[src/smps_mode_pkg.sv]
// Package for the buck/boost modulation control block.
// Assumes a single 25 MHz pclk and an APB slave with 32-bit data.
package smps_mode_pkg;

    // ------------------------------------------------------------
    // Timing
    // ------------------------------------------------------------
    localparam int CLK_MHZ       = 25;
    localparam int LAG_LONG_US   = 1000;   // 1 ms
    localparam int LAG_SHORT_US  = 100;    // 100 us
    localparam int LAG_LONG_CYC  = LAG_LONG_US * CLK_MHZ;
    localparam int LAG_SHORT_CYC = LAG_SHORT_US * CLK_MHZ;
    localparam int LAG_W         = 15;
    // Upshift current threshold, mA (analog comparator outside)
    localparam int UPSHIFT_TH_MIN_MA = 80;
    localparam int UPSHIFT_TH_TYP_MA = 110;
    localparam int UPSHIFT_TH_MAX_MA = 150;

    // ------------------------------------------------------------
    // Register map (byte addresses)
    // ------------------------------------------------------------
    localparam logic [7:0] MODE_CTRL_ADDR   = 8'h00;
    localparam logic [7:0] HW_CONTROL_ADDR  = 8'h04;
    localparam logic [7:0] WAKE_STAT1_ADDR  = 8'h08;
    localparam logic [7:0] SMPS_STATE_ADDR  = 8'h0c;

    // Mode control field values (bits 1:0)
    localparam logic [1:0] CMD_NORMAL = 2'h0;
    localparam logic [1:0] CMD_STOP   = 2'h1;
    localparam logic [1:0] CMD_SLEEP  = 2'h2;

    // Hardware control bit positions
    localparam int HW_STEP_UP_EN    = 0;
    localparam int HW_STEP_UP_LEVEL = 1;
    localparam int HW_AUTO_UPSHIFT  = 2;
    localparam int HW_LAG_SELECT    = 3;
    localparam int HW_WAKE_PIN_MOD  = 4;
    localparam logic [4:0] HW_CONTROL_RESET = 5'h04;

    // First wake status bit positions
    localparam int WS_UPSHIFT     = 0;
    localparam int WS_STEP_UP_ACT = 1;

    // ------------------------------------------------------------
    // Types
    // ------------------------------------------------------------
    typedef enum logic [2:0] {
        MODE_NORMAL   = 3'b000,
        MODE_STOP     = 3'b001,
        MODE_SLEEP    = 3'b010,
        MODE_FAILSAFE = 3'b011,
        MODE_RESTART  = 3'b100
    } sbc_mode_t;

    typedef struct packed {
        logic step_down_en;
        logic step_down_pwm;
        logic step_up_en;
        logic duty_reduce;
        logic reset_output_n;
        logic upshift_event;
    } reg_out_t;

    typedef struct packed {
        logic step_down_high_load;  // Load above upshift threshold
        logic step_down_above_rst;  // Output above reset threshold
        logic step_up_below_th;     // Sensed output below threshold
        logic step_up_above_hys;    // Sensed output above th + hys
        logic step_up_overcurrent;  // Shunt trip voltage exceeded
        logic wake_event;           // Wake pin or transceiver wake
        logic fail_safe_req;        // Fail-safe entry request
    } analog_in_t;

endpackage : smps_mode_pkg
[src/buck_boost_mode_control.sv]
// Modulation and mode control for the step-down and step-up regulators.
// Assumes APB master on pclk; analog comparators and wake_input are
// asynchronous and are synchronised here.
`timescale 1ns/100ps
`default_nettype none

// What this block does
// - Step-up peak overcurrent lowers its duty cycle.
// - Normal mode runs step-down in fixed-frequency PWM.
// - Entering stop mode switches step-down to PFM automatically.
// - Enabled step-up in stop mode uses PWM only.
// - Stop-mode overload upshifts to PWM, raises event, sets upshift flag.
// - Upshift threshold typically 110 mA, limits 80 and 150 mA.
// - Only a stop command returns to PFM; host sends it after load drops.
// - Auto upshift inactive for lag: 1 ms when bit set, else 100 us.
// - PWM to PFM change on stop entry or stop command waits the lag time; wake-pin change does not.
// - Auto-upshift enable bit 0 disables current-triggered upshift.
// - Wake-pin select 1 lets wake input choose stop-mode modulation.
// - Wake low selects PFM, high selects PWM; source drives clean level.
// - No wake filter time while wake input steers modulation.
// - Wake-pin select 0 gives PFM in stop mode unless auto-upshifted.
// - Normal command from stop switches step-down to PWM.
// - After normal command, load above stop maximum is allowed.
// - Running step-up continues unchanged through stop to normal.
// - Sleep and fail-safe switch both converters off.
// - Wake in sleep or fail-safe goes to restart, then normal.
// - Restart ramps step-down; step-up resumes per prior configuration.
// - Reset output released once step-down passes reset threshold.
// - Host enables step-up and picks its level via control bits.
// - Step-up on below threshold, off above hysteresis; sets active flag.
// - Active flag clears only while sensed output above threshold.
module buck_boost_mode_control
    import smps_mode_pkg::*;
(
    // Clock and reset
    input  wire logic                     pclk,
    input  wire logic                     presetn,
    // APB slave
    input  wire logic                     psel,
    input  wire logic                     penable,
    input  wire logic                     pwrite,
    input  wire logic [7:0]               paddr,
    input  wire logic [31:0]              pwdata,
    output logic      [31:0]              prdata,
    output logic                          pready,
    output logic                          pslverr,
    // Pins and analog comparators (asynchronous)
    input  wire logic                     wake_input,
    input  wire smps_mode_pkg::analog_in_t analog_in,
    // Regulator controls
    output smps_mode_pkg::reg_out_t        reg_out,
    output smps_mode_pkg::sbc_mode_t       mode_state,
    output logic                          step_up_level
);
    import smps_mode_pkg::*;

    // ------------------------------------------------------------
    // State
    // ------------------------------------------------------------
    typedef struct packed {
        analog_in_t  an_s1;
        analog_in_t  an_s2;
        logic        wk_s1;
        logic        wk_s2;
        sbc_mode_t   mode;
        logic [4:0]  hardware_control_register;
        logic        upshift_flag;
        logic        step_up_active_flag;
        logic        upshifted;
        logic        pwm_hold;       // PWM held during lag to PFM
        logic [LAG_W-1:0] lag_cnt;
        logic        lag_done;
        logic        step_up_on;
        logic [4:0]  saved_hw;       // Normal-mode config for restart
        reg_out_t    out;
        sbc_mode_t   mode_q;
        logic [31:0] rdata;
        logic        ready;
        logic        slverr;
    } state_t;

    state_t cur;
    state_t nxt;

    localparam logic [LAG_W-1:0] LAG_LONG  = LAG_W'(LAG_LONG_CYC - 1);
    localparam logic [LAG_W-1:0] LAG_SHORT = LAG_W'(LAG_SHORT_CYC - 1);

    // Address decode, used only for the pslverr response
    function automatic logic addr_known(input logic [7:0] a);
        return a == MODE_CTRL_ADDR || a == HW_CONTROL_ADDR ||
               a == WAKE_STAT1_ADDR || a == SMPS_STATE_ADDR;
    endfunction : addr_known

    logic       wr_acc;
    logic       rd_acc;
    logic       cmd_stop;
    logic       cmd_normal;
    logic       cmd_sleep;
    logic       auto_req;
    logic       wake_pwm;
    logic       pwm_req;

    // ------------------------------------------------------------
    // Next state
    // ------------------------------------------------------------
    always_comb begin
        nxt = cur;
        // Two-stage synchronisers; only stage two is read below
        nxt.an_s1 = analog_in;
        nxt.an_s2 = cur.an_s1;
        nxt.wk_s1 = wake_input;
        nxt.wk_s2 = cur.wk_s1;

        // APB: zero-wait, pready high in the access cycle
        // Write lands at the access edge where pready is sampled high
        wr_acc = psel && penable && pwrite && cur.ready;
        rd_acc = psel && !penable && !pwrite;
        nxt.ready  = psel && !penable;
        nxt.slverr = psel && !penable && !addr_known(paddr);
        cmd_stop   = wr_acc && paddr == MODE_CTRL_ADDR
                     && pwdata[1:0] == CMD_STOP;
        cmd_normal = wr_acc && paddr == MODE_CTRL_ADDR
                     && pwdata[1:0] == CMD_NORMAL;
        cmd_sleep  = wr_acc && paddr == MODE_CTRL_ADDR
                     && pwdata[1:0] == CMD_SLEEP;

        if (wr_acc && paddr == HW_CONTROL_ADDR) begin
            nxt.hardware_control_register = pwdata[4:0];
        end

        // Mode sequencing
        nxt.out.upshift_event = 1'b0;
        unique case (cur.mode)
            MODE_NORMAL: begin
                nxt.saved_hw = cur.hardware_control_register;
                if (cmd_stop) begin
                    nxt.mode     = MODE_STOP;
                    nxt.pwm_hold = 1'b1;
                    nxt.lag_cnt  = cur.hardware_control_register[HW_LAG_SELECT]
                                   ? LAG_LONG : LAG_SHORT;
                    nxt.lag_done = 1'b0;
                    nxt.upshifted = 1'b0;
                end else if (cmd_sleep) begin
                    nxt.mode = MODE_SLEEP;
                end
            end
            MODE_STOP: begin
                if (cur.lag_cnt != '0) begin
                    nxt.lag_cnt = cur.lag_cnt - 1'b1;
                end else begin
                    nxt.lag_done = 1'b1;
                    nxt.pwm_hold = 1'b0;
                end
                if (cmd_normal) begin
                    nxt.mode = MODE_NORMAL;
                end else if (cmd_sleep) begin
                    nxt.mode = MODE_SLEEP;
                end else if (cmd_stop && cur.upshifted) begin
                    // Back to PFM only through the lag again
                    nxt.upshifted = 1'b0;
                    nxt.pwm_hold  = 1'b1;
                    nxt.lag_done  = 1'b0;
                    nxt.lag_cnt   = cur.hardware_control_register[HW_LAG_SELECT]
                                    ? LAG_LONG : LAG_SHORT;
                end else if (auto_req && !cur.upshifted) begin
                    nxt.upshifted = 1'b1;
                    nxt.out.upshift_event = 1'b1;
                end
            end
            MODE_SLEEP, MODE_FAILSAFE: begin
                if (cur.an_s2.wake_event) begin
                    nxt.mode = MODE_RESTART;
                end
            end
            MODE_RESTART: begin
                if (cur.out.reset_output_n) begin
                    nxt.mode = MODE_NORMAL;
                    nxt.hardware_control_register = cur.saved_hw;
                end
            end
            default: nxt.mode = MODE_FAILSAFE;
        endcase
        if (cur.an_s2.fail_safe_req && cur.mode != MODE_RESTART) begin
            nxt.mode = MODE_FAILSAFE;
        end

        // Upshift flag: set wins over software clear
        if (wr_acc && paddr == WAKE_STAT1_ADDR && pwdata[WS_UPSHIFT]) begin
            nxt.upshift_flag = 1'b0;
        end
        if (nxt.out.upshift_event) begin
            nxt.upshift_flag = 1'b1;
        end

        // Step-up hysteresis control
        if (!cur.hardware_control_register[HW_STEP_UP_EN]) begin
            nxt.step_up_on = 1'b0;
        end else if (cur.an_s2.step_up_below_th) begin
            nxt.step_up_on = 1'b1;
        end else if (cur.an_s2.step_up_above_hys) begin
            nxt.step_up_on = 1'b0;
        end
        if (wr_acc && paddr == WAKE_STAT1_ADDR && pwdata[WS_STEP_UP_ACT]
            && !cur.an_s2.step_up_below_th) begin
            nxt.step_up_active_flag = 1'b0;
        end
        if (cur.step_up_on) begin
            nxt.step_up_active_flag = 1'b1;
        end

        // Outputs
        nxt.out.step_down_en  = cur.mode != MODE_SLEEP
                                && cur.mode != MODE_FAILSAFE;
        nxt.out.step_down_pwm = pwm_req && nxt.out.step_down_en;
        nxt.out.step_up_en    = cur.step_up_on && nxt.out.step_down_en;
        nxt.out.duty_reduce   = cur.an_s2.step_up_overcurrent
                                && cur.step_up_on;
        nxt.out.reset_output_n = (cur.mode == MODE_RESTART)
                                 ? cur.an_s2.step_down_above_rst
                                 : nxt.out.step_down_en;
        nxt.mode_q = cur.mode;

        // Read mux
        nxt.rdata = 32'h0000_0000;
        if (rd_acc) begin
            unique case (paddr)
                MODE_CTRL_ADDR:  nxt.rdata[2:0] = cur.mode;
                HW_CONTROL_ADDR: nxt.rdata[4:0] = cur.hardware_control_register;
                WAKE_STAT1_ADDR: nxt.rdata[1:0] = {cur.step_up_active_flag,
                                                   cur.upshift_flag};
                SMPS_STATE_ADDR: nxt.rdata[3:0] = {cur.upshifted,
                                                   cur.out.step_up_en,
                                                   cur.out.step_down_pwm,
                                                   cur.lag_done};
                default:         nxt.rdata = 32'h0000_0000;
            endcase
        end else if (!psel) begin
            nxt.rdata = 32'h0000_0000;
        end else begin
            nxt.rdata = cur.rdata;
        end
    end

    // ------------------------------------------------------------
    // Modulation arbiter
    // ------------------------------------------------------------
    // Auto upshift only after lag, when enabled and pin control off
    always_comb begin
        auto_req = cur.mode == MODE_STOP && cur.lag_done
                   && cur.hardware_control_register[HW_AUTO_UPSHIFT]
                   && !cur.hardware_control_register[HW_WAKE_PIN_MOD]
                   && cur.an_s2.step_down_high_load;
        // Unfiltered pin level, synchroniser only
        wake_pwm = cur.wk_s2;
        unique case (cur.mode)
            MODE_STOP: begin
                if (cur.pwm_hold) begin
                    pwm_req = 1'b1;
                end else if (cur.hardware_control_register[HW_WAKE_PIN_MOD]) begin
                    pwm_req = wake_pwm;
                end else begin
                    pwm_req = cur.upshifted;
                end
            end
            MODE_NORMAL, MODE_RESTART: pwm_req = 1'b1;
            default:                   pwm_req = 1'b0;
        endcase
    end

    // ------------------------------------------------------------
    // Registers
    // ------------------------------------------------------------
    always_ff @(posedge pclk or negedge presetn) begin
        if (!presetn) begin
            cur         <= '0;
            cur.mode    <= MODE_RESTART;   // Power-up ramps like restart
            cur.mode_q  <= MODE_RESTART;
            cur.hardware_control_register <= HW_CONTROL_RESET;
            cur.saved_hw <= HW_CONTROL_RESET;
        end else begin
            cur <= nxt;
        end
    end

    assign prdata        = cur.rdata;
    assign pready        = cur.ready;
    assign pslverr       = cur.slverr;
    assign reg_out       = cur.out;
    assign mode_state    = cur.mode_q;
    assign step_up_level = cur.hardware_control_register[HW_STEP_UP_LEVEL];

endmodule : buck_boost_mode_control
`default_nettype wire

[config.mk]
export PLATFORM = sky130hd
export DESIGN_NAME = buck_boost_mode_control
export DESIGN_NICKNAME = d
export VERILOG_FILES = /design/src/smps_mode_pkg.sv /design/src/buck_boost_mode_control.sv
export SDC_FILE = /design/constraint.sdc
export NUM_CORES = 1
export LEC_CHECK = 0
export BUFFER_PORTS_ARGS = -buffer_cell sky130_fd_sc_hd__buf_2
export CORE_ASPECT_RATIO = 0.6
export CORE_UTILIZATION = 46
export CTS_CLUSTER_SIZE = 25
export DETAILED_ROUTE_END_ITERATION = 6
export PLACE_DENSITY = 0.78
export SETUP_SLACK_MARGIN = 0.2
export SLEW_MARGIN = 25
export SYNTH_ARGS = -nofsm -noshare
export SYNTH_HDL_FRONTEND = slang
export SYNTH_SLANG_ARGS = --single-unit
[constraint.sdc]
create_clock -name pclk -period 2.5 [get_ports pclk]
set_input_delay 0.5 -clock pclk [delete_from_list [all_inputs] [get_ports pclk]]
set_output_delay 0.5 -clock pclk [all_outputs]
set_load 0.03 [all_outputs]
==> reports/summary.txt, run 1 <==
Warnings, synthesis -> 0
Area of the multi-input gates -> 1414 um2
Iteration count of the initial detailed-routing pass -> 6
Root Driver -> clkbuf_16
Final WS setup -> 0.2614 ns
Slowest stage cell on the critical path -> or4_4
Placed Area -> 3496 um2
Max Fclk -> 0.4467 GHz
Most frequent cells in the layout -> 62 x dfrtp_1, 42 x buf_2, 27 x conb_1
Number of remaining DRC errors -> 3
GPL Wtd Cong -> 0.9059
Leading cell type in the layout, fill and taps excluded -> dfrtp_1
Core ar. -> 6820 um2
Post-synth ARST share -> 100.0%
First-pass GRT wire length -> 11560 um
Final Cell Area -> 3845 um2
WL final -> 7004 um
GR Layer Usage met3 -> 7.795%
HPWL Detailed -> 5038 um
CTS tree -> built
Fin. Hold Viols -> 0
# IOs -> 97
R2R depth -> 7
Share of post-route cells with drive strength above 1 -> 28.80%
Status -> complete, but fails checks
Area grow syn2layout -> 15.44%
Detailed-route via count -> 2478
Post-CTS Hold Fix Bufs -> 0
Final period utilization -> 89.55%
RSZ-0062 raised after global routing -> yes
Slew Limit Fails -> 0
Req. time, crit path -> 2.71 ns
Placed cells -> 435
GR Util met2 -> 29.81%
Area of the mapped netlist -> 3331 um2
Arrival time at the worst endpoint -> 2.45 ns
Non-filler instance count after layout -> 455
Slew headroom -> 53.95%
Startpoint types -> flip-flop
Grt peak-use layer -> met2
Number of global-route vias before repair -> 2300
M1 GR Usage -> 27.78%
PwrDens -> 879.9 nW/um2
Fillers -> 576
CTS clk-pin slew, worst paths -> 0.05 ns
Inserted Diodes -> 0
Storage cell area -> 1657 um2
CP endpoint kind -> flip-flop
Longest Clk Path Bufs -> 2
Maximum vdd ir drop -> 0.4005 mV
Max_cap viols -> 0
Total Power -> 3.383 mW
Least-Margin Pin Slew -> 0.6855 ns
Cell count after synthesis -> 319
H-tree Lvls -> 3
Avg Vias per Cell -> 5.446
Initial Util -> 48.84%
Failing checks -> DRC
Dpl ws -> 0.1316 ns
Die X -> 111.9 um
Synth unique cells -> 55
Row Count -> 23
Iter 0 DRT Violations -> 168
Layout Nets -> 419
Setup TNS -> 0 ns
Layout Utilization -> 56.38%
Synthesized flop and latch total -> 66
Post-synthesis sequential area ratio -> 49.74%
Clock latency on the worst-skew pair -> 0.33 ns
Tightest Hold Check Type -> in -> async
Final-report setup violation count -> 0
Num CTS Buffers -> 9
R2R Path Start -> cur[51]
Worst-path fanout max -> 2
Post-route ant nets -> 0
Leakage -> 1.686 nW
Skew final -> 0.004984 ns
Grt total ovfl -> 0
Tmin final -> 2.239 ns
Die Y -> 67.91 um
Critical Path Max Stage Delay -> 0.58 ns
WL/cell -> 15.39 um
Worst-path cell chain -> inv_2 -> ha_4 -> or3b_4 -> or4_4 -> nor3_4 -> nor2_2 -> mux2_4
Hold Slack -> 0.1754 ns
Largest net degree at the start of global routing -> 27
Worst Setup Path Type -> reg -> reg
CP startpoint -> cur[51]
Clk sinks -> 66
Port Buffers -> 42
Initial antenna violation count -> 0
GRT Total Usage -> 20.29%
Number of synthesized flops with an enable pin -> 0
Main synth FF type -> dfrtp_1
Die area -> 7596 um2
Syn avg cell area -> 10.44 um2
layout make-up:
cell class                 count  share of cell area, %
sequential                    66                  43.08
tap                           87                  2.831
multi-input combinational    221                  36.77
clock buffer                   9                  5.857
timing repair buffer          60                  9.079
inverter                       6                 0.5857
clock inverter                 6                  1.790
synth_stat cells, types with 7 or more instances:
master / count / share of area (%)
dfrtp_1: 62 / 47
buf_4: 41 / 9.2
nand2_1: 21 / 2.4
nor2_1: 21 / 2.4
nand3_1: 12 / 1.8
nor3_1: 11 / 1.7
o21ai_0: 11 / 1.7
a21oi_1: 8 / 1.2
nand4_1: 8 / 1.5
mux2_2: 7 / 2.4
worst max-delay path, delay by kind of cell, from the launching register on:
family / cells / cell delay [ns]
adders and majority gates: 1 / 0.14
buffers and inverters: 1 / 0.08
DFF: 1 / 0.38
muxes: 1 / 0.28
and+or+nand+nor: 4 / 1.24
layer usage:
metal	wire [um]	part of all wire [%]
met4	61	0.87
met5	0	0
met1	3343	48
met3	556	7.9
met2	3042	43
sequential cells by signal (all words and copies together) (netlist names):
| signal | flops |
|---|---|
| reg_out | 6 |
| step_up_level | 1 |
| prdata | 5 |
| mode_state | 3 |
| pready | 1 |
| wake_pwm | 1 |
| pslverr | 1 |
| cur | 48 |
power breakdown:
| part | total, mW | switching, mW | internal [mW] |
|---|---|---|---|
| clock | 1.23 | 0.459 | 0.766 |
| combinational | 0.723 | 0.420 | 0.303 |
| sequential | 1.44 | 0.177 | 1.26 |
| total | 3.38 | 1.06 | 2.33 |
logic make-up (layout without fill, tap and decap cells):
group	count (synthesis)	count (layout)	share of synthesized area (%)
and+or+nand+nor	116	116	19.76
DFF	66	66	49.74
AOI/OAI and AO/OA	60	60	12.13
buffers and inverters	58	81	11.53
muxes	16	16	5.973
adders and majority gates	2	2	0.7512
other	1	27	0.1126
path summary, 6_finish.rpt:
check	end	slack (ns)
max in group asynchronous	cur[71]	1.54
min reg2reg	wake_pwm	0.35
max	cur[50]	0.26
max reg2reg	cur[50]	0.26
min in group pclk	cur[90]	0.27
min	cur[58]	0.18
repair_timing:
item	CTS	global route
setup endpoints to repair	2	4
pin swaps	2	0
buffers inserted	5	0
resized for setup	5	2
Note: power is estimated with default switching activity, not from simulation.
==> inputs of run 2 (changes only) <==
CORE_ASPECT_RATIO = 1.4   (was 0.6)
GPL_TIMING_DRIVEN = 0   (was default)
==> reports/summary.txt, run 2 (synthesis gave the netlist of run 1 again) <==
WL/cell -> 14.07 um (-8.6%)
H-tree Lvls -> 3 (unchanged)
Reg with most FFs -> cur
Metal3 WL -> 377 um (-32%)
Tightest Hold Check Type -> in -> async
Post-route ant nets -> 0 (unchanged)
First-pass GRT wire length -> 11310 um (-2.2%)
Clock share of power -> 27.0% (-9.2 points)
Max Fclk -> 0.4267 GHz (-4.5%)
CTS tree -> built
Flop2flop setup slack -> 0.16 ns (-0.10 ns)
Met2 routed WL -> 3569 um (+17%)
Clk sinks -> 66 (unchanged)
Row Count -> 36 (+57%)
Max reg flops -> 48 (unchanged)
Port Buffers -> 40 (-4.8%)
CP startpoint -> cur[50]
Req. time, crit path -> 2.75 ns (+0.04 ns)
Tmin final -> 2.343 ns (+0.1047 ns)
Combinational share of power -> 27.6% (+6.2 points)
Layout Utilization -> 59.91% (+3.5 points)
Hold Slack -> 0.01958 ns (-0.1558 ns)
Worst Setup Path Type -> reg -> reg
R2r endpoint -> cur[50]
Inserted Diodes -> 0 (unchanged)
Worst-path fanout max -> 8 (+6)
Final period utilization -> 93.73% (+4.2 points)
Metal-1 WL -> 3052 um (-8.7%)
Longest Clk Path Bufs -> 2 (unchanged)
Int Pwr -> 2.069 mW (-11%)
Die area -> 7590 um2 (about the same)
Final-report setup violation count -> 0 (unchanged)
Skew final -> 0.006164 ns (+0.001180 ns)
Initial antenna violation count -> 0 (unchanged)
# IOs -> 97 (unchanged)
RSZ-0062 raised after global routing -> yes
Status -> finished, final reports clean
Largest net degree at the start of global routing -> 49 (+81%)
Leading cell type in the layout, fill and taps excluded -> dfrtp_1
Slew Limit Fails -> 0 (unchanged)
Iteration count of the initial detailed-routing pass -> 4 (-2)
GRT Total Usage -> 20.01% (-0.28 points)
Core ar. -> 6982 um2 (+2.4%)
Most frequent cells in the layout -> 62 x dfrtp_1, 57 x buf_4, 41 x buf_2
Area grow syn2layout -> 25.58%
Sequential share of power -> 45.4% (+3.0 points)
CP endpoint kind -> flip-flop
Switching share of power -> 33.97% (+2.7 points)
PwrDens -> 749.3 nW/um2 (-15%)
Dpl ws -> -0.2336 ns (-0.3652 ns)
Root Driver -> clkbuf_8
Setup TNS -> 0 ns (unchanged)
Initial Util -> 47.71% (-1.1 points)
Least-Margin Pin Slew -> 0.7344 ns (+0.04886 ns)
Layout Nets -> 468 (+12%)
Die Y -> 102.7 um (+51%)
Leakage -> 1.913 nW (+13%)
Number of remaining DRC errors -> 0 (-3)
Detailed-route via count -> 2657 (+7.2%)
R2R depth -> 8 (+1)
Fin. Hold Viols -> 0 (unchanged)
Num CTS Buffers -> 9 (unchanged)
CTS clk-pin slew, worst paths -> 0.07 ns (+0.02 ns)
Share of post-route cells with drive strength above 1 -> 37.80% (+9.0 points)
Slew headroom -> 50.67% (-3.3 points)
HPWL Detailed -> 4976 um (-1.2%)
Maximum vdd ir drop -> 0.6119 mV (+53%)
Max_cap viols -> 0 (unchanged)
Startpoint types -> flip-flop
Final WS setup -> 0.1566 ns (-0.1047 ns)
Arrival time at the worst endpoint -> 2.59 ns (+0.14 ns)
Net Switching -> 1.065 mW (+0.77%)
Iter 0 DRT Violations -> 152 (-9.5%)
DR top layer -> met4
Clock latency on the worst-skew pair -> 0.36 ns (+0.03 ns)
Total Power -> 3.134 mW (-7.4%)
R2R Path Start -> cur[50]
Grt total ovfl -> 0 (unchanged)
GPL Wtd Cong -> 0.8845 (-2.4%)
Number of global-route vias before repair -> 2419 (+5.2%)
Avg Vias per Cell -> 5.179 (-4.9%)
WL final -> 7220 um (+3.1%)
Die X -> 73.92 um (-34%)
==> run 2: cell types whose count changed in the layout (fill, tap and decap cells not counted), sizes merged <==
cell and delta:
buf +44, bufinv -1, clkbuf +7, inv +1, clkinv +1, clkinvlp -2
==> run 2: how the worst max path moves through the flow <==
stage               to  slack [ns]  depth (start not counted)
3_3_place_gp   cur[57]       -0.14                          8
2_1_floorplan  cur[50]        0.20                          8
3_5_place_dp   cur[57]       -0.23                          8
4_1_cts        cur[50]        0.14                          7
6_report       cur[50]        0.16                          8
5_1_grt        cur[61]        0.12                          6
==> run 2: metal layers <==
metal	track usage, %	vias up
li1	-	1262
met3	4.790	22
met5	0	-
met4	10.65	0
met2	32.59	103
met1	24.37	1270
==> run 2: through the flow <==
step                cells  instance area [um2]
finish                513                 4183
detailed placement    481                 3794
floorplan             345                 3445
global placement      480                 3764
CTS                   506                 4065
global route          513                 4183
==> run 2: power by group through the flow <==
stage               clock network, mW  registers, mW  logic, mW
global placement                    0           1.43      0.688
CTS                             0.863           1.41      0.779
global route                    0.897           1.45      0.948
detailed placement                  0           1.44      0.716
floorplan                           0           1.40      0.547
finish                          0.847           1.42      0.865
==> run 2: final cells by class <==
class	count	area, um2
tap	95	118.9
inverter	6	22.52
buffer	52	375.4
clock buffer	11	151.4
timing repair buffer	57	366.6
sequential	66	1657
multi-input combinational	221	1454
fill	575	2799
clock inverter	5	37.54
==> run 2: timing repair <==
item                                    4_1_cts  5_1_grt
resized for setup                             2       17
pin swaps                                     1        7
endpoints found under the setup margin        6       17
gates cloned                                  0        0
hold buffers                                  0        0
buffers inserted                              9        7
==> run 2: critical path, cell delays in order (launching register included) <==
cell and delay (ns):
dfrtp_1 0.41, inv_2 0.09, ha_4 0.14, or3b_4 0.38, or4_4 0.55, buf_8 0.16, nor3_4 0.18, nor2_2 0.07
mux2_4 0.26
==> inputs of run 3 (changes only) <==
REMOVE_ABC_BUFFERS = 1   (was default)
==> reports/summary.txt, run 3 (synthesis gave the netlist of run 1 again) <==
Tightest Hold Check Type -> in -> async
CP endpoint kind -> flip-flop
RSZ-0062 raised after global routing -> yes
Longest Clk Path Bufs -> 2 (unchanged)
Post-CTS Hold Fix Bufs -> 0 (unchanged)
Worst Setup Path Type -> reg -> reg
CTS clk-pin slew, worst paths -> 0.07 ns (about the same)
Metal3 WL -> 244 um (-35%)
Detailed-route via count -> 2452 (-7.7%)
# IOs -> 97 (unchanged)
Grt total ovfl -> 0 (unchanged)
Leakage -> 1.667 nW (-13%)
Req. time, crit path -> 2.73 ns (-0.02 ns)
Clock latency on the worst-skew pair -> 0.34 ns (-0.02 ns)
Layout Utilization -> 54.32% (-5.6 points)
Switching share of power -> 31.65% (-2.3 points)
HPWL Detailed -> 4603 um (-7.5%)
H-tree Lvls -> 3 (unchanged)
Post-route ant nets -> 0 (unchanged)
Final-report setup violation count -> 0 (unchanged)
Fin. Hold Viols -> 0 (unchanged)
Worst-path fanout max -> 5 (-3)
Maximum vdd ir drop -> 0.3391 mV (-45%)
Combinational share of power -> 22.5% (-5.1 points)
Startpoint types -> flip-flop
Max reg flops -> 48 (unchanged)
Share of post-route cells with drive strength above 1 -> 29.12% (-8.7 points)
Met2 routed WL -> 3414 um (-4.3%)
Die Y -> 102.7 um (unchanged)
Arrival time at the worst endpoint -> 2.46 ns (-0.13 ns)
Status -> finished, final reports clean
Num CTS Buffers -> 9 (unchanged)
Area grow syn2layout -> 13.86%
Layout Nets -> 414 (-12%)
Leading cell type in the layout, fill and taps excluded -> dfrtp_1
Most frequent cells in the layout -> 62 x dfrtp_1, 41 x buf_2, 27 x conb_1
WL/cell -> 14.28 um (+1.5%)
WL final -> 6556 um (-9.2%)
GPL Wtd Cong -> 0.9122 (+3.1%)
Avg Vias per Cell -> 5.342 (+3.1%)
PwrDens -> 828.2 nW/um2 (+11%)
Net Switching -> 994.1 uW (-6.6%)
Max Fclk -> 0.4480 GHz (+5.0%)
Row Count -> 36 (unchanged)
Dpl ws -> -0.2437 ns (-0.01005 ns)
Number of global-route vias before repair -> 2249 (-7.0%)
Number of remaining DRC errors -> 0 (unchanged)
Root Driver -> clkbuf_8
Placed Area -> 3425 um2 (-9.7%)
Clock share of power -> 31.7% (+4.7 points)
Reg with most FFs -> cur
Die X -> 73.92 um (unchanged)
Slew Limit Fails -> 0 (unchanged)
Largest net degree at the start of global routing -> 44 (-10%)
DR top layer -> met4
Die area -> 7590 um2 (unchanged)
Port Buffers -> 42 (+5.0%)
Core ar. -> 6982 um2 (unchanged)
Initial Util -> 47.71% (unchanged)
Int Pwr -> 2.147 mW (+3.7%)
CTS tree -> built
Hold Slack -> 0.04843 ns (+0.02885 ns)
Final Cell Area -> 3792 um2 (-9.3%)
Least-Margin Pin Slew -> 0.6653 ns (-0.06910 ns)
Sequential share of power -> 45.8% (+0.4 points)
Initial antenna violation count -> 0 (unchanged)
Slew headroom -> 55.31% (+4.6 points)
Iteration count of the initial detailed-routing pass -> 4 (unchanged)
First-pass GRT wire length -> 10300 um (-8.9%)
Clk sinks -> 66 (unchanged)
Max_cap viols -> 0 (unchanged)
Tmin final -> 2.232 ns (-0.1111 ns)
GRT Total Usage -> 18.01% (-2.0 points)
Final WS setup -> 0.2677 ns (+0.1111 ns)
Final period utilization -> 89.29% (-4.4 points)
Iter 0 DRT Violations -> 178 (+17%)
Inserted Diodes -> 0 (unchanged)
Skew final -> 0.008987 ns (+0.002823 ns)
Metal-1 WL -> 2752 um (-9.8%)
run 3: cell count changes in the layout (fill, tap and decap cells not counted), sizes merged:
cell,before,now
clkinvlp,2,1
clkbuf,16,10
clkinv,2,3
bufinv,0,2
buf,104,55
inv,7,6
run 3: final timing paths:
kind / startpoint / cells past startpoint / slack, ns / endpoint
setup / recovery: cur[58] / 5 / 0.27 / cur[50]
hold / removal: presetn / 1 / 0.05 / cur[55]
setup reg to reg: cur[58] / 5 / 0.27 / cur[50]
hold reg to reg: cur[87] / 0 / 0.35 / cur[80]
max in group asynchronous: presetn / 2 / 1.86 / cur[76]
min in group pclk: analog_in[2] / 1 / 0.26 / cur[88]
run 3: layer usage:
| layer | GRT usage (%) | vias up |
|---|---|---|
| met5 | 0 | - |
| met1 | 21.65 | 1213 |
| met3 | 4.301 | 14 |
| met4 | 9.911 | 0 |
| li1 | - | 1157 |
| met2 | 29.44 | 68 |
run 3: power by group through the flow:
stage	Sequential, mW	Clock, mW	Combinational (mW)
2_1_floorplan	1.45	0	0.413
3_3_place_gp	1.45	0	0.591
3_5_place_dp	1.45	0	0.622
4_1_cts	1.43	1.02	0.672
5_1_grt	1.46	1.07	0.785
6_report	1.44	0.995	0.708
run 3: through the flow:
stage | total power, mW | TNS [ns] | std cells
final | 3.141 | 0 | 459
after global placement | 2.039 | -1.937 | 430
after floorplan | 1.864 | 0 | 293
after CTS | 3.122 | 0 | 450
after global routing | 3.315 | 0 | 459
after detailed placement | 2.076 | -2.348 | 431
run 3: critical path: stages, from the launching register on:
cell and delay [ns]:
dfrtp_1 0.41, or4_4 0.58, or4_4 0.60, nor3_4 0.20
nor2_2 0.06, mux2_4 0.27
run 3: layout make-up:
| type | instances | area, um2 |
|---|---|---|
| clock buffer | 10 | 137.6 |
| clock inverter | 6 | 90.09 |
| multi-input combinational | 221 | 1444 |
| sequential | 66 | 1657 |
| fill | 617 | 3189 |
| timing repair buffer | 55 | 322.8 |
| inverter | 6 | 22.52 |
| tap | 95 | 118.9 |
run 3: timing repair:
action                     CTS  global route
setup buffers                3             9
pin swaps                    1             3
setup endpoints to repair   14            18
gates resized for setup      6             7
